<file path="config.mk">
export PLATFORM = sky130hd
export DESIGN_NAME = fvs_device_flat
export DESIGN_NICKNAME = d
export VERILOG_FILES = /design/src/fvs_pkg.sv /design/src/fvs_link_if.sv /design/src/fvs_device.sv /design/src/fvs_sync3.sv /design/src/flat_wrapper.sv
export VERILOG_INCLUDE_DIRS = /design/src /design/src/src
export SDC_FILE = /design/constraint.sdc
export NUM_CORES = 1
export LEC_CHECK = 0
export BUFFER_PORTS_ARGS = -buffer_cell sky130_fd_sc_hd__buf_2
export CAP_MARGIN = 20
export CORE_ASPECT_RATIO = 1.2
export CORE_MARGIN = 2
export CORE_UTILIZATION = 47
export CTS_CLUSTER_SIZE = 12
export DETAILED_ROUTE_END_ITERATION = 10
export PLACE_DENSITY = 0.64
export SYNTH_ARGS = -nofsm -noshare
export SYNTH_HDL_FRONTEND = slang
export SYNTH_HIERARCHICAL = 1
export SYNTH_SLANG_ARGS = --single-unit
export TNS_END_PERCENT = 50
</file>
<file path="constraint.sdc">
create_clock -name i_ref_clk -period 5.09 [get_ports i_ref_clk]
set_clock_uncertainty 0.2 [all_clocks]
set_input_delay 1.2725 -clock i_ref_clk [delete_from_list [all_inputs] [get_ports i_ref_clk]]
set_output_delay 1.2725 -clock i_ref_clk [all_outputs]
set_load 0.05 [all_outputs]
</file>
<file path="src/fvs_params.svh">
/*
 * constants of the flash volatile status block: opcodes, bit positions,
 * reset values and the host's own register map.
 * assumes it is included by bare name from the package and the design files.
 */
`ifndef FVS_PARAMS_SVH
`define FVS_PARAMS_SVH

// ********************************
// opcodes
// ********************************
`define FVS_OP_READ_STATUS_ONE 8'h05
`define FVS_OP_READ_STATUS_TWO 8'h07
`define FVS_OP_READ_ANY_REG 8'h65
`define FVS_OP_WRITE_ANY_REG 8'h71
`define FVS_OP_WRITE_REGS 8'h01
`define FVS_OP_WRITE_ENABLE 8'h06
`define FVS_OP_WRITE_DISABLE 8'h04
`define FVS_OP_CLEAR_STATUS_A 8'h30
`define FVS_OP_CLEAR_STATUS_B 8'h82
`define FVS_OP_PROGRAM 8'h02
`define FVS_OP_SECTOR_ERASE 8'hd8
`define FVS_OP_WHOLE_ERASE 8'h60
`define FVS_OP_ERASE_SUSPEND 8'h75
`define FVS_OP_PROGRAM_SUSPEND 8'h85
`define FVS_OP_SOFT_RESET 8'hf0

// ********************************
// status register bit positions
// ********************************
`define FVS_BIT_BUSY 0
`define FVS_BIT_WEL 1
`define FVS_BIT_BP_LO 2
`define FVS_BIT_BP_HI 4
`define FVS_BIT_E_ERR 5
`define FVS_BIT_P_ERR 6
`define FVS_BIT_STATUS_WRITE_DISABLE_MIRROR 7

// ********************************
// link framing
// ********************************
`define FVS_BYTE_LAST 3'h7
`define FVS_FIRST_BYTE_END 5'h07
`define FVS_SECOND_BYTE_END 5'h0f
`define FVS_BIT_CNT_RESET 5'h00

// ********************************
// host register map (apb byte addresses), control bit and link timing
// ********************************
`define FVS_HOST_CTRL_ADDR 8'h00
`define FVS_HOST_STATUS_ADDR 8'h04
`define FVS_CTRL_TWO_BYTE 16
`define FVS_HOST_HALF_PERIOD 8
`define FVS_HOST_GAP_HALVES 2

`endif

</file>
<file path="src/fvs_pkg.sv">
/*
 * types shared by both ends of the flash volatile status link.
 * assumes fvs_params.svh is on the include path.
 */
`include "fvs_params.svh"

package fvs_pkg;

  // ********************************
  // embedded operation in flight
  // ********************************
  typedef enum logic [1:0] {
    FVS_OP_NONE,
    FVS_OP_PROG,
    FVS_OP_ERASE,
    FVS_OP_WHOLE
  } fvs_op_e;

  // ********************************
  // host link sequencer
  // ********************************
  typedef enum logic [1:0] {
    FVS_HS_IDLE,
    FVS_HS_SHIFT,
    FVS_HS_GAP
  } fvs_host_state_e;

endpackage

</file>
<file path="src/fvs_link_if.sv">
/*
 * serial link between the flash host controller and the flash device.
 * assumes the host makes the serial clock; mode 0 framing.
 */
interface fvs_link_if;
  logic sclk;
  logic cs_n;
  logic mosi;
  logic miso;

  modport device (
    input sclk,
    input cs_n,
    input mosi,
    output miso
  );

  modport host (
    output sclk,
    output cs_n,
    output mosi,
    input miso
  );
endinterface

</file>
<file path="src/fvs_device.sv">
/*
 * flash device end: volatile status register one, command gating and
 * the serial shifter that carries opcodes, write data and status reads.
 * assumes the embedded operation engine, protected-range decode and
 * non-volatile storage sit on the user side; the link clock comes from the host.
 */
`include "fvs_params.svh"

module fvs_device
  import fvs_pkg::*;
(
  input wire logic i_ref_clk,
  input wire logic i_srst,
  fvs_link_if.device link,
  input wire logic [7:0] i_nv_status,
  input wire logic i_protect_volatility_select,
  input wire logic i_target_protected,
  input wire logic i_op_done,
  input wire logic i_op_fail,
  output logic o_program_start,
  output logic o_erase_start,
  output logic o_whole_erase_start,
  output logic o_erase_suspend,
  output logic o_program_suspend,
  output logic o_nv_bp_write,
  output logic [2:0] o_nv_bp_data,
  output logic [7:0] o_volatile_status_one
);

  // ********************************
  // command classification
  // ********************************
  function automatic logic is_read(input logic [7:0] op);
    return op == `FVS_OP_READ_STATUS_ONE || op == `FVS_OP_READ_ANY_REG;
  endfunction

  function automatic logic is_reg_write(input logic [7:0] op);
    return op == `FVS_OP_WRITE_REGS || op == `FVS_OP_WRITE_ANY_REG;
  endfunction

  function automatic logic is_clear(input logic [7:0] op);
    return op == `FVS_OP_CLEAR_STATUS_A || op == `FVS_OP_CLEAR_STATUS_B;
  endfunction

  // ********************************
  // link sampling
  // ********************************
  logic [2:0] pins;
  logic sclk_prev_q;
  logic [4:0] bit_cnt_q;
  logic [7:0] shift_q;
  logic [7:0] opcode_q;
  logic [7:0] out_q;
  logic miso_q;

  fvs_sync3 #(.WIDTH(3), .INIT(3'h2)) u_sync (
    .i_ref_clk(i_ref_clk),
    .i_srst(i_srst),
    .i_async({link.sclk, link.cs_n, link.mosi}),
    .o_sync(pins)
  );

  logic sclk_s;
  logic cs_n_s;
  logic mosi_s;
  logic rise;
  logic fall;
  logic byte_done;
  logic first_done;
  logic second_done;
  logic [7:0] rx_byte;

  assign sclk_s = pins[2];
  assign cs_n_s = pins[1];
  assign mosi_s = pins[0];
  assign rise = sclk_s & ~sclk_prev_q & ~cs_n_s;
  assign fall = ~sclk_s & sclk_prev_q & ~cs_n_s;
  assign rx_byte = {shift_q[6:0], mosi_s};
  assign byte_done = rise && bit_cnt_q[2:0] == `FVS_BYTE_LAST;
  assign first_done = rise && bit_cnt_q == `FVS_FIRST_BYTE_END;
  assign second_done = rise && bit_cnt_q == `FVS_SECOND_BYTE_END;

  always_ff @(posedge i_ref_clk) begin
    if (i_srst) begin
      sclk_prev_q <= 1'b0;
    end else begin
      sclk_prev_q <= sclk_s;
    end
  end

  // counter wraps from the second byte end back to the first bit of the second byte so long reads keep repeating
  always_ff @(posedge i_ref_clk) begin
    if (i_srst || cs_n_s) begin
      bit_cnt_q <= `FVS_BIT_CNT_RESET;
      shift_q <= 8'h00;
    end else if (rise) begin
      shift_q <= rx_byte;
      if (bit_cnt_q != `FVS_SECOND_BYTE_END) begin
        bit_cnt_q <= bit_cnt_q + 5'h01;
      end else begin
        bit_cnt_q <= `FVS_FIRST_BYTE_END + 5'h01;
      end
    end
  end

  always_ff @(posedge i_ref_clk) begin
    if (i_srst) begin
      opcode_q <= 8'h00;
    end else if (first_done) begin
      opcode_q <= rx_byte;
    end
  end

  // ********************************
  // status register state
  // ********************************
  logic busy_q;
  logic wel_q;
  logic p_err_q;
  logic e_err_q;
  logic [2:0] bp_q;
  logic mirror_q;
  fvs_op_e op_q;
  logic [7:0] status;
  logic [2:0] bp_active;
  logic cmd;
  logic soft_reset;
  logic may_write;
  logic op_end;
  logic set_p;
  logic set_e;
  logic clr_err;
  logic start_prog;
  logic start_erase;
  logic start_whole;
  logic reg_write;

  assign status = {mirror_q, p_err_q, e_err_q, bp_q, wel_q, busy_q};
  assign bp_active = i_protect_volatility_select ? bp_q :
                     i_nv_status[`FVS_BIT_BP_HI:`FVS_BIT_BP_LO];
  assign cmd = first_done;
  assign soft_reset = cmd && rx_byte == `FVS_OP_SOFT_RESET;
  assign may_write = !busy_q && wel_q;
  assign op_end = i_op_done && busy_q && op_q != FVS_OP_NONE;
  assign start_prog = cmd && may_write && rx_byte == `FVS_OP_PROGRAM;
  assign start_erase = cmd && may_write && rx_byte == `FVS_OP_SECTOR_ERASE;
  // a refused whole erase leaves every flag as it was
  assign start_whole = cmd && may_write && rx_byte == `FVS_OP_WHOLE_ERASE &&
                       bp_active == 3'h0;
  assign reg_write = second_done && is_reg_write(opcode_q) && may_write;
  assign set_p = (start_prog && i_target_protected) ||
                 (op_end && i_op_fail && op_q == FVS_OP_PROG);
  // whole erase failures report nothing here, protected sectors included
  assign set_e = (start_erase && i_target_protected) ||
                 (op_end && i_op_fail && op_q == FVS_OP_ERASE);
  assign clr_err = cmd && is_clear(rx_byte);

  always_ff @(posedge i_ref_clk) begin
    if (i_srst) begin
      mirror_q <= 1'b0;
    end else begin
      mirror_q <= i_nv_status[`FVS_BIT_STATUS_WRITE_DISABLE_MIRROR];
    end
  end

  // error flags: a hardware set in the clearing cycle wins
  always_ff @(posedge i_ref_clk) begin
    if (i_srst || soft_reset) begin
      p_err_q <= i_nv_status[`FVS_BIT_P_ERR];
      e_err_q <= i_nv_status[`FVS_BIT_E_ERR];
    end else begin
      p_err_q <= (p_err_q & ~clr_err) | set_p;
      e_err_q <= (e_err_q & ~clr_err) | set_e;
    end
  end

  // no branch takes register-write data, so writes never touch busy
  always_ff @(posedge i_ref_clk) begin
    if (i_srst || soft_reset) begin
      busy_q <= i_nv_status[`FVS_BIT_BUSY];
      op_q <= FVS_OP_NONE;
    end else if (set_p || set_e) begin
      busy_q <= 1'b1;
      op_q <= FVS_OP_NONE;
    end else if (start_prog) begin
      busy_q <= 1'b1;
      op_q <= FVS_OP_PROG;
    end else if (start_erase) begin
      busy_q <= 1'b1;
      op_q <= FVS_OP_ERASE;
    end else if (start_whole) begin
      busy_q <= 1'b1;
      op_q <= FVS_OP_WHOLE;
    end else if (op_end && !(i_op_fail && op_q == FVS_OP_WHOLE)) begin
      busy_q <= 1'b0;
      op_q <= FVS_OP_NONE;
    end else if (op_end) begin
      busy_q <= 1'b1;
      op_q <= FVS_OP_NONE;
    end else if (clr_err && (p_err_q || e_err_q || op_q == FVS_OP_NONE)) begin
      busy_q <= 1'b0;
    end
  end

  // every reset, soft reset included, loads the latch from bit 1 of i_nv_status
  always_ff @(posedge i_ref_clk) begin
    if (i_srst || soft_reset) begin
      wel_q <= i_nv_status[`FVS_BIT_WEL];
    end else if (op_end && !i_op_fail) begin
      wel_q <= 1'b0;
    end else if (reg_write) begin
      wel_q <= 1'b0;
    end else if (cmd && !busy_q && rx_byte == `FVS_OP_WRITE_ENABLE) begin
      wel_q <= 1'b1;
    end else if (cmd && !busy_q && rx_byte == `FVS_OP_WRITE_DISABLE) begin
      wel_q <= 1'b0;
    end
  end

  always_ff @(posedge i_ref_clk) begin
    if (i_srst || soft_reset) begin
      bp_q <= i_nv_status[`FVS_BIT_BP_HI:`FVS_BIT_BP_LO];
    end else if (reg_write) begin
      bp_q <= rx_byte[`FVS_BIT_BP_HI:`FVS_BIT_BP_LO];
    end else if (!i_protect_volatility_select) begin
      bp_q <= i_nv_status[`FVS_BIT_BP_HI:`FVS_BIT_BP_LO];
    end
  end

  // ********************************
  // strobes to the embedded side
  // ********************************
  always_ff @(posedge i_ref_clk) begin
    if (i_srst) begin
      o_program_start <= 1'b0;
      o_erase_start <= 1'b0;
      o_whole_erase_start <= 1'b0;
      o_erase_suspend <= 1'b0;
      o_program_suspend <= 1'b0;
      o_nv_bp_write <= 1'b0;
      o_nv_bp_data <= 3'h0;
    end else begin
      o_program_start <= start_prog && !i_target_protected;
      o_erase_start <= start_erase && !i_target_protected;
      o_whole_erase_start <= start_whole;
      o_erase_suspend <= cmd && busy_q && rx_byte == `FVS_OP_ERASE_SUSPEND &&
                         (op_q == FVS_OP_ERASE || op_q == FVS_OP_WHOLE);
      o_program_suspend <= cmd && busy_q && rx_byte == `FVS_OP_PROGRAM_SUSPEND &&
                           op_q == FVS_OP_PROG;
      o_nv_bp_write <= reg_write && !i_protect_volatility_select;
      if (reg_write) begin
        o_nv_bp_data <= rx_byte[`FVS_BIT_BP_HI:`FVS_BIT_BP_LO];
      end
    end
  end

  always_ff @(posedge i_ref_clk) begin
    if (i_srst) begin
      o_volatile_status_one <= 8'h00;
    end else begin
      o_volatile_status_one <= status;
    end
  end

  // ********************************
  // read-out shifter
  // ********************************
  // the status byte is captured when the opcode or previous byte ends,
  // so a long read sees a fresh copy every eight clocks
  always_ff @(posedge i_ref_clk) begin
    if (i_srst || cs_n_s) begin
      out_q <= 8'h00;
      miso_q <= 1'b0;
    end else if (byte_done && (first_done ? is_read(rx_byte) : is_read(opcode_q))) begin
      out_q <= status;
    end else if (fall) begin
      miso_q <= out_q[7];
      out_q <= {out_q[6:0], 1'b0};
    end
  end

  assign link.miso = miso_q;

endmodule

</file>
<file path="src/fvs_sync3.sv">
/*
 * three flop synchroniser for pins from outside the clock domain.
 * a change is passed on once the second and third stages agree.
 */
module fvs_sync3 #(
  parameter int WIDTH = 1,
  parameter logic [WIDTH-1:0] INIT = '0
) (
  input wire logic i_ref_clk,
  input wire logic i_srst,
  input wire logic [WIDTH-1:0] i_async,
  output logic [WIDTH-1:0] o_sync
);
  logic [WIDTH-1:0] s1_q;
  logic [WIDTH-1:0] s2_q;
  logic [WIDTH-1:0] s3_q;
  logic [WIDTH-1:0] out_q;

  always_ff @(posedge i_ref_clk) begin
    if (i_srst) begin
      s1_q <= INIT;
      s2_q <= INIT;
      s3_q <= INIT;
    end else begin
      s1_q <= i_async;
      s2_q <= s1_q;
      s3_q <= s2_q;
    end
  end

  // per bit: take the new level only when both later stages agree
  always_ff @(posedge i_ref_clk) begin
    if (i_srst) begin
      out_q <= INIT;
    end else begin
      out_q <= (s2_q & s3_q) | (out_q & (s2_q | s3_q));
    end
  end

  assign o_sync = out_q;
endmodule

</file>
<file path="src/flat_wrapper.sv">
// flat-port wrapper written by rule: the top's interface ports become plain ports
module fvs_device_flat import fvs_pkg::*;
  (i_ref_clk, i_srst, i_nv_status, i_protect_volatility_select, i_target_protected, i_op_done, i_op_fail, o_program_start, o_erase_start, o_whole_erase_start, o_erase_suspend, o_program_suspend, o_nv_bp_write, o_nv_bp_data, o_volatile_status_one, link_sclk, link_cs_n, link_mosi, link_miso);
  fvs_link_if link_i ();
  input wire logic i_ref_clk;
  input wire logic i_srst;
  input wire logic [7:0] i_nv_status;
  input wire logic i_protect_volatility_select;
  input wire logic i_target_protected;
  input wire logic i_op_done;
  input wire logic i_op_fail;
  output logic o_program_start;
  output logic o_erase_start;
  output logic o_whole_erase_start;
  output logic o_erase_suspend;
  output logic o_program_suspend;
  output logic o_nv_bp_write;
  output logic [2:0] o_nv_bp_data;
  output logic [7:0] o_volatile_status_one;
  input wire logic [$bits(link_i.sclk)-1:0] link_sclk;
  input wire logic [$bits(link_i.cs_n)-1:0] link_cs_n;
  input wire logic [$bits(link_i.mosi)-1:0] link_mosi;
  output wire logic [$bits(link_i.miso)-1:0] link_miso;
  assign link_i.sclk = link_sclk;
  assign link_i.cs_n = link_cs_n;
  assign link_i.mosi = link_mosi;
  assign link_miso = link_i.miso;
  fvs_device u_core (.i_ref_clk(i_ref_clk), .i_srst(i_srst), .link(link_i), .i_nv_status(i_nv_status), .i_protect_volatility_select(i_protect_volatility_select), .i_target_protected(i_target_protected), .i_op_done(i_op_done), .i_op_fail(i_op_fail), .o_program_start(o_program_start), .o_erase_start(o_erase_start), .o_whole_erase_start(o_whole_erase_start), .o_erase_suspend(o_erase_suspend), .o_program_suspend(o_program_suspend), .o_nv_bp_write(o_nv_bp_write), .o_nv_bp_data(o_nv_bp_data), .o_volatile_status_one(o_volatile_status_one));
endmodule
</file>
### Word-level counts from Yosys, hierarchy flattened

Cells that the tools add are included.

| storage, ports and cells | value |
|---|---|
| memory bits (writable) | 0 |
| bits in latches | 0 |
| logic and storage cells | 158 |
| bits in registers | 69 |
| output and inout bits | 18 |
| ROM bits | 0 |
| bits of input ports | 17 |
| memories kept | 0 |

| cells by class | value |
|---|---|
| equal/unequal tests | 23 |
| shift-type cells | 0 |
| $add $sub $neg | 1 |
| divide/modulo/power cells | 0 |
| reductions and logical operators | 64 |
| mux-type cells | 27 |
| bitwise operators | 17 |
| order comparisons | 0 |
| multipliers | 0 |

Operator list:

| cell | number |
|---|---|
| == test 8 x 7 -> 1 bit, second input constant | 5 |
| logical AND 1 bit | 36 |
| == test 8 x 3 -> 1 bit, second input constant | 4 |
| == test 8 bit, second input constant | 4 |
| 2-to-1 mux 1 bit | 17 |
| 2-to-1 mux 8 bit | 2 |
| logical OR 1 bit | 12 |
| nonzero test 5 bit | 2 |
| 2-to-1 mux 3 bit | 3 |
| == test 8 x 1 -> 1 bit, second input constant | 1 |
| == test 8 x 2 -> 1 bit, second input constant | 1 |
| == test 8 x 6 -> 1 bit, second input constant | 1 |
| 2-to-1 mux 2 bit | 4 |
| nonzero test 8 bit | 1 |
| AND 1 bit | 6 |
| AND 3 bit | 2 |
| bitwise OR 3 bit | 2 |
| adder 5 x 1 -> 5 bit, second input constant | 1 |
| == test 5 x 3 -> 1 bit, second input constant | 1 |
| == test 5 x 4 -> 1 bit, second input constant | 1 |
| zero test 1 bit | 5 |
| 2-to-1 mux 5 bit | 1 |
| != test 5 x 4 -> 1 bit, second input constant | 1 |
| inverter 1 bit | 5 |
| 11 further kinds | 14 |

### Depth between registers and ports, before layout

Gate-level depths: netlist of run 1.

| depth | value |
|---|---|
| word-level depth | 14 |
| depth in mapped cells | 8 |
| gate-level depth less buffers | 6 |

### By module

The synthesis of run 1 kept the hierarchy.

Modules (own cells, without submodules):

| module | area an instance (um^2) | instances | cells each | seq. area each (um^2) |
|---|---|---|---|---|
| fvs_device | 2592.5 | 1 | 287 | 1161.1 |
| fvs_sync3 | 352.8 | 1 | 31 | 240.2 |

### Worst setup path before layout of run 1

No wires, ideal clock.

| timing path | value |
|---|---|
| path type | input to register |
| start point | in i_srst |
| end point | reg u_core.busy_q (enable) |
| data arrival time | 2318 ps |
| buffers on the path | 1 |
| stages on the path | 4 |
| data required time | 4629 ps |
| slack | 2311 ps |
| cells stage by stage | clkbuf_1 a41oi_4 nand3_4 or4_1 |

| between the ends | value |
|---|---|
| word-level cells in the longest chain between the ends | 2 |

Ends and longest elaborated chain:

| what | RTL line | source |
|---|---|---|
| start, declared | flat_wrapper.sv:6 | `input wire logic i_srst;` |
| logical OR 1 bit | fvs_device.sv:179 | `if (i_srst \|\| soft_reset) begin` |
| nonzero test 8 bit (no source line) | - |  |
| end signal, assigned | fvs_device.sv:180 | `` busy_q <= i_nv_status[`FVS_BIT_BUSY]; `` |
| end, declared | fvs_device.sv:117 | `logic busy_q;` |

Every way passes these cells.
A chain may end at the register's enable or synchronous reset.

### Final worst setup path of run 1

Same ends and word-level chain as after synthesis.

==> impl_metrics.yaml, run 1 <==
synth:
  synth_top_area_cell: "dfxtp_1"
  synth_edf_count: 2
  ys_ff_latch: 69
  synthArstFlopShare: 0
  netlist_area_um2: 2950
  yosys-top-cells-area: "dfxtp_1, nand2_1, a21oi_1"
  ys_seq_area_frac: 0.476
  synth_cell_types: 62
  syn_avg_cell_area_um2: 9.26
  syn-num-nets: 337
  postSynthCellCount: 318
  synth_top_cell_area_share: 0.455
  yosys_warnings: 6
  synth_flop_cell: "dfxtp_1"
finish:
  final_area_um2: 3320
  drive_above_1_share: 0.178
  fillCellCount: 580
  area_growth_pct: 12.7
  finalNetCount: 362
  diodes: 0
  finalNonFillerCells: 430
outcome:
  status: "completed"
sta:
  hold_viol: 0
  setup_viol: 0
  rsz0062_at_grt: "false"
  worst_slew_pin_slew_ns: 0.734
  finalCritPeriodShare: 0.583
  setup_tns_ns: 0
  fin_crit_ns: 2.97
  drv_slew: 0
  fmax_mhz: 337
  max-slew-margin-rel: 0.511
global_route:
  grt_usage: 0.191
  antenna_found_initial: 0
  grt_overflow_total: 0
  grt_pass1_wl_mm: 10.4
  grt_pass1_vias: 2168
  grt_max_degree: 41
detailed_routing:
  dr.first_iter.drc_count: 163
  vias: 2318
  postRouteAntennaNets: 0
  wl_per_cell_um: 14.6
  dr.pass1.iters: 4
  vias_per_cell: 5.39
  routed_wl_mm: 6.27
  drcViolationCount: 0
clocking:
  cts_root_buf: "clkbuf_8"
  cts_setup_buffers: 0
  ctsHoldBuffers: 0
  cts_resized: 0
  cts_buffer_depth: 2
  clkTransAtPathRegs_ns: 0.07
  cts_tree: "built"
  cts_buffers: 9
  cts_htree_levels: 3
  insertion_delay_ns: 0.33
  cts.sinks: 69
critical_path:
  cp_max_fo: 40
  r2r-start: "u_core/u_sync/o_sync[2]"
  crit_path_max_incr_delay_ns: 0.55
  path_class: "input pin to flop"
  path_delay_family: "simple AND/OR/NAND/NOR gates"
  crit_slowest_cell: "or4_1"
  cp-start-kind: "input pin"
  timing.critical_path.cells: "buf_2 > a41oi_4 > nand3_4 > or4_1"
  critPathBufInv: 1
  critPathLaunch: "i_srst"
  endpoint_kind: "flop"
  cp.arrival_ns: 2.84
  cp.required_ns: 4.97
job:
  max-cap-violations: 0
placed_design:
  placed_cell_area_um2: 3100
  placed_cells: 414
  port_buffers: 34
  dp_hpwl_mm: 4.38
  place_congestion: 0.783
floorplanning:
  core_um2: 6050
  die_h_um: 90.7
  rows: 31
  io_pins: 35
  dieArea_um2: 6920
  initial_core_util: 0.487
  die_x_um: 76.3
pwr:
  p_total_w: 0.00109
  p_leak_nw: 1.23
  powerDensity_nw_per_um2: 329
  ir_drop_v: 0.000216
hold_path:
  hold_class: "flop to flop"
  worstHoldStart: "u_core/u_sync/s1_q[1]"
-- synthesized netlist by cell type, types with 4 or more instances --
cell,n
buf_6,4
nor3_1,5
nor2_1,18
mux2i_1,6
a21oi_1,31
nand2b_1,6
clkbuf_1,8
dfxtp_1,67
nand2_1,49
buf_2,7
nand4_1,4
nor2b_1,17
nor4_1,4
nand3b_1,4
nand3_1,12
a22oi_1,8
-- sequential cells by signal (all words and copies together) (netlist names), 2 cells and up --
name / count
u_core/bit_cnt_q: 5
u_core/bp_q: 3
u_core/o_nv_bp_data: 3
u_core/o_volatile_status_one: 8
u_core/op_q: 2
u_core/opcode_q: 8
u_core/out_q: 8
u_core/shift_q: 7
u_core/u_sync/o_sync: 3
u_core/u_sync/s1_q: 3
u_core/u_sync/s2_q: 3
u_core/u_sync/s3_q: 3
-- layer usage --
metal	share of wire	up-vias	GRT usage
li1	-	1179	-
met1	0.45	1081	0.234
met2	0.49	52	0.318
met3	0.041	6	0.0420
met4	0.012	0	0.0909
met5	0	-	0
-- through the flow --
stage	hold WS (ns)	utilization	worst slack, ns
finish	0.208	0.549	2.12
global route	0.249	0.549	2.02
CTS	0.209	0.549	2.15
detailed placement	0.191	0.512	1.80
global placement	0.185	0.512	1.86
floorplan	0.183	-	2.31
-- cells in the final DEF, fill, tap and decap left out, types with 5 or more instances in the layout --
cell / synthesis / routed
a21oi_1: 31 / 31
a22oi_1: 8 / 8
buf_2: 7 / 34
clkbuf_8: 0 / 11
dfxtp_1: 67 / 67
mux2i_1: 6 / 6
nand2_1: 49 / 49
nand2b_1: 6 / 6
nand3_1: 12 / 12
nor2_1: 18 / 18
nor2b_1: 17 / 17
nor3_1: 5 / 5
-- worst reg2reg max path, delay by kind of cell, from the launching register on --
kind	cells	cell delay (ns)
AND/OR/NAND/NOR	5	1.88
flip-flops	1	0.40
-- logic make-up (layout without fill, tap and decap cells) --
| logic type | Yosys count | in the layout | share of synthesized area |
|---|---|---|---|
| AND/OR/NAND/NOR | 151 | 151 | 0.293 |
| XOR/XNOR | 3 | 3 | 0.00892 |
| adder cells (fa/ha/maj) | 2 | 2 | 0.00849 |
| multiplexers | 7 | 7 | 0.0255 |
| flip-flops | 69 | 69 | 0.476 |
| AO/OA/AOI/OAI | 63 | 63 | 0.144 |
| buffers and inverters | 23 | 53 | 0.0438 |
-- final timing paths --
path / end / slack, ns / cells after the start
worst max register to register: u_core/busy_q / 2.34 / 5
worst min register to register: u_core/u_sync/s2_q[1] / 0.21 / 1
worst max-delay path: u_core/busy_q / 2.12 / 4
worst min-delay path: u_core/u_sync/s2_q[1] / 0.21 / 1
-- power breakdown --
group	total [W]	internal, W	switching (W)
logic	0.0000527	0.0000192	0.0000336
registers	0.000562	0.000555	0.00000761
clock network	0.000478	0.000284	0.000194
total	0.00109	0.000858	0.000235
-- cell type report --
cell class | instances | area, um2 | area share
multi-input cells | 226 | 1420 | 0.426
flip-flops and latches | 69 | 1400 | 0.422
clock buffers | 14 | 184 | 0.0554
repair buffers | 34 | 170 | 0.0512
well taps | 82 | 103 | 0.0309
clock inverters | 2 | 36.3 | 0.0109
inverters | 3 | 11.3 | 0.00339
(Power assumes the default switching activity.)
==> inputs of run 2 (changes only) <==
- clock period: 5.09 -> 2.95 ns (I/O delays scaled with it)
==> impl_metrics.yaml, run 2 (synthesized netlist as in run 1, its figures left out) <==
finish:
  largestRegisters: "u_core/o_volatile_status_one x8, u_core/opcode_q x8, u_core/out_q x8"
  diodes: 0
  finalNetCount: 366
  drive_above_1_share: 0.188
  area_growth_pct: 13.1
  final_common_cell: "dfxtp_1"
  fillCellCount: 576
  layout_common_cells: "dfxtp_1, nand2_1, buf_2"
floorplanning:
  die_x_um: 76.3
  initial_core_util: 0.487
  die_h_um: 90.7
  core_um2: 6050
  io_pins: 35
  dieArea_um2: 6920
  rows: 31
placed_design:
  port_buffers: 34
  dp_hpwl_mm: 4.44
  place_ws_ns: 0.526
  place_congestion: 0.814
outcome:
  status: "completed"
clocking:
  cts_root_buf: "clkbuf_8"
  insertion_delay_ns: 0.35
  cts.sinks: 69
  cts_tree: "built"
  cts_buffer_depth: 2
  cts_setup_buffers: 0
  cts_buffers: 9
  cts_resized: 0
  clkTransAtPathRegs_ns: 0.07
  cts_htree_levels: 3
  ctsHoldBuffers: 0
sta:
  hold_viol: 0
  max-slew-margin-rel: 0.529
  setup_slack_ns: 0.529
  fmax_mhz: 413
  worst_slew_pin_slew_ns: 0.701
  fin_crit_ns: 2.42
  drv_slew: 0
  setup_tns_ns: 0
  rsz0062_at_grt: "false"
  finalCritPeriodShare: 0.821
  setup_viol: 0
critical_path:
  cp.required_ns: 2.82
  path_class: "flop to flop"
  cp.arrival_ns: 2.29
  cp_max_fo: 6
  cp-start-kind: "flop"
  endpoint_kind: "flop"
detailed_routing:
  wl_per_cell_um: 14.3
  dr.pass1.iters: 4
  vias: 2331
  routed_wl_mm: 6.22
  vias_per_cell: 5.37
  dr.first_iter.drc_count: 145
  postRouteAntennaNets: 0
  drcViolationCount: 0
global_route:
  antenna_found_initial: 0
  grt_pass1_vias: 2153
  grt_max_degree: 40
  grt_pass1_wl_mm: 10.4
  grt_overflow_total: 0
  grt_usage: 0.193
pwr:
  ir_drop_v: 0.000290
  powerDensity_nw_per_um2: 551
  p_total_w: 0.00184
  p_leak_nw: 1.25
hold_path:
  hold_class: "flop to flop"
job:
  max-cap-violations: 0
-- run 2: changes by cell type in the layout (fill, tap and decap cells not counted) --
cell      previous run  this run
clkbuf_8            11         9
buf_4                0         4
clkinv_2             0         3
inv_4                1         0
-- run 2: path summary, 6_finish.rpt --
check             depth (start not counted)                   from  slack, ns                    end
setup reg to reg                          6    u_core/bit_cnt_q[0]       0.53          u_core/busy_q
hold / removal                            1  u_core/u_sync/s1_q[1]       0.20  u_core/u_sync/s2_q[1]
setup / recovery                          6    u_core/bit_cnt_q[0]       0.53          u_core/busy_q
hold reg to reg                           1  u_core/u_sync/s1_q[1]       0.20  u_core/u_sync/s2_q[1]
-- run 2: layout make-up --
cell class | count | area, um2 | share of cell area
multi-input cells | 226 | 1420 | 0.425
flip-flops and latches | 69 | 1400 | 0.421
repair buffers | 38 | 200 | 0.0601
clock buffers | 12 | 156 | 0.0469
well taps | 82 | 103 | 0.0308
clock inverters | 4 | 45.0 | 0.0135
inverters | 3 | 11.3 | 0.00338
-- run 2: worst max-delay path: stages (launching register included) --
cell and delay, ns:
dfxtp_1 0.37, ha_1 0.24, and4bb_2 0.30, nand4_1 0.23, or4_4 0.57, nand3_4 0.11, or4_1 0.12
-- run 2: per-layer routing --
| metal | part of all wire | global-route usage | routed length, um | vias up |
|---|---|---|---|---|
| met5 | 0 | 0 | 0 | - |
| met4 | 0.028 | 0.118 | 174 | 0 |
| met3 | 0.041 | 0.0370 | 257 | 16 |
| met2 | 0.48 | 0.316 | 3020 | 52 |
| met1 | 0.45 | 0.233 | 2770 | 1078 |
| li1 | - | - | - | 1185 |
-- run 2: power breakdown --
part           internal, W  total [W]  switching [W]  leakage [nW]
Clock             0.000438   0.000773       0.000336         0.105
Sequential        0.000957   0.000970      0.0000132         0.566
Combinational    0.0000339  0.0000917      0.0000577         0.574
-- run 2: through the flow --
stage / std cells / hold WS, ns / util / cell area, um2
finish: 434 / 0.203 / 0.551 / 3330
global route: 434 / 0.229 / 0.551 / 3330
CTS: 434 / 0.205 / 0.551 / 3330
detailed placement: 418 / 0.190 / 0.517 / 3130
global placement: 418 / 0.189 / 0.517 / 3130
floorplan: 318 / 0.183 / - / 2950
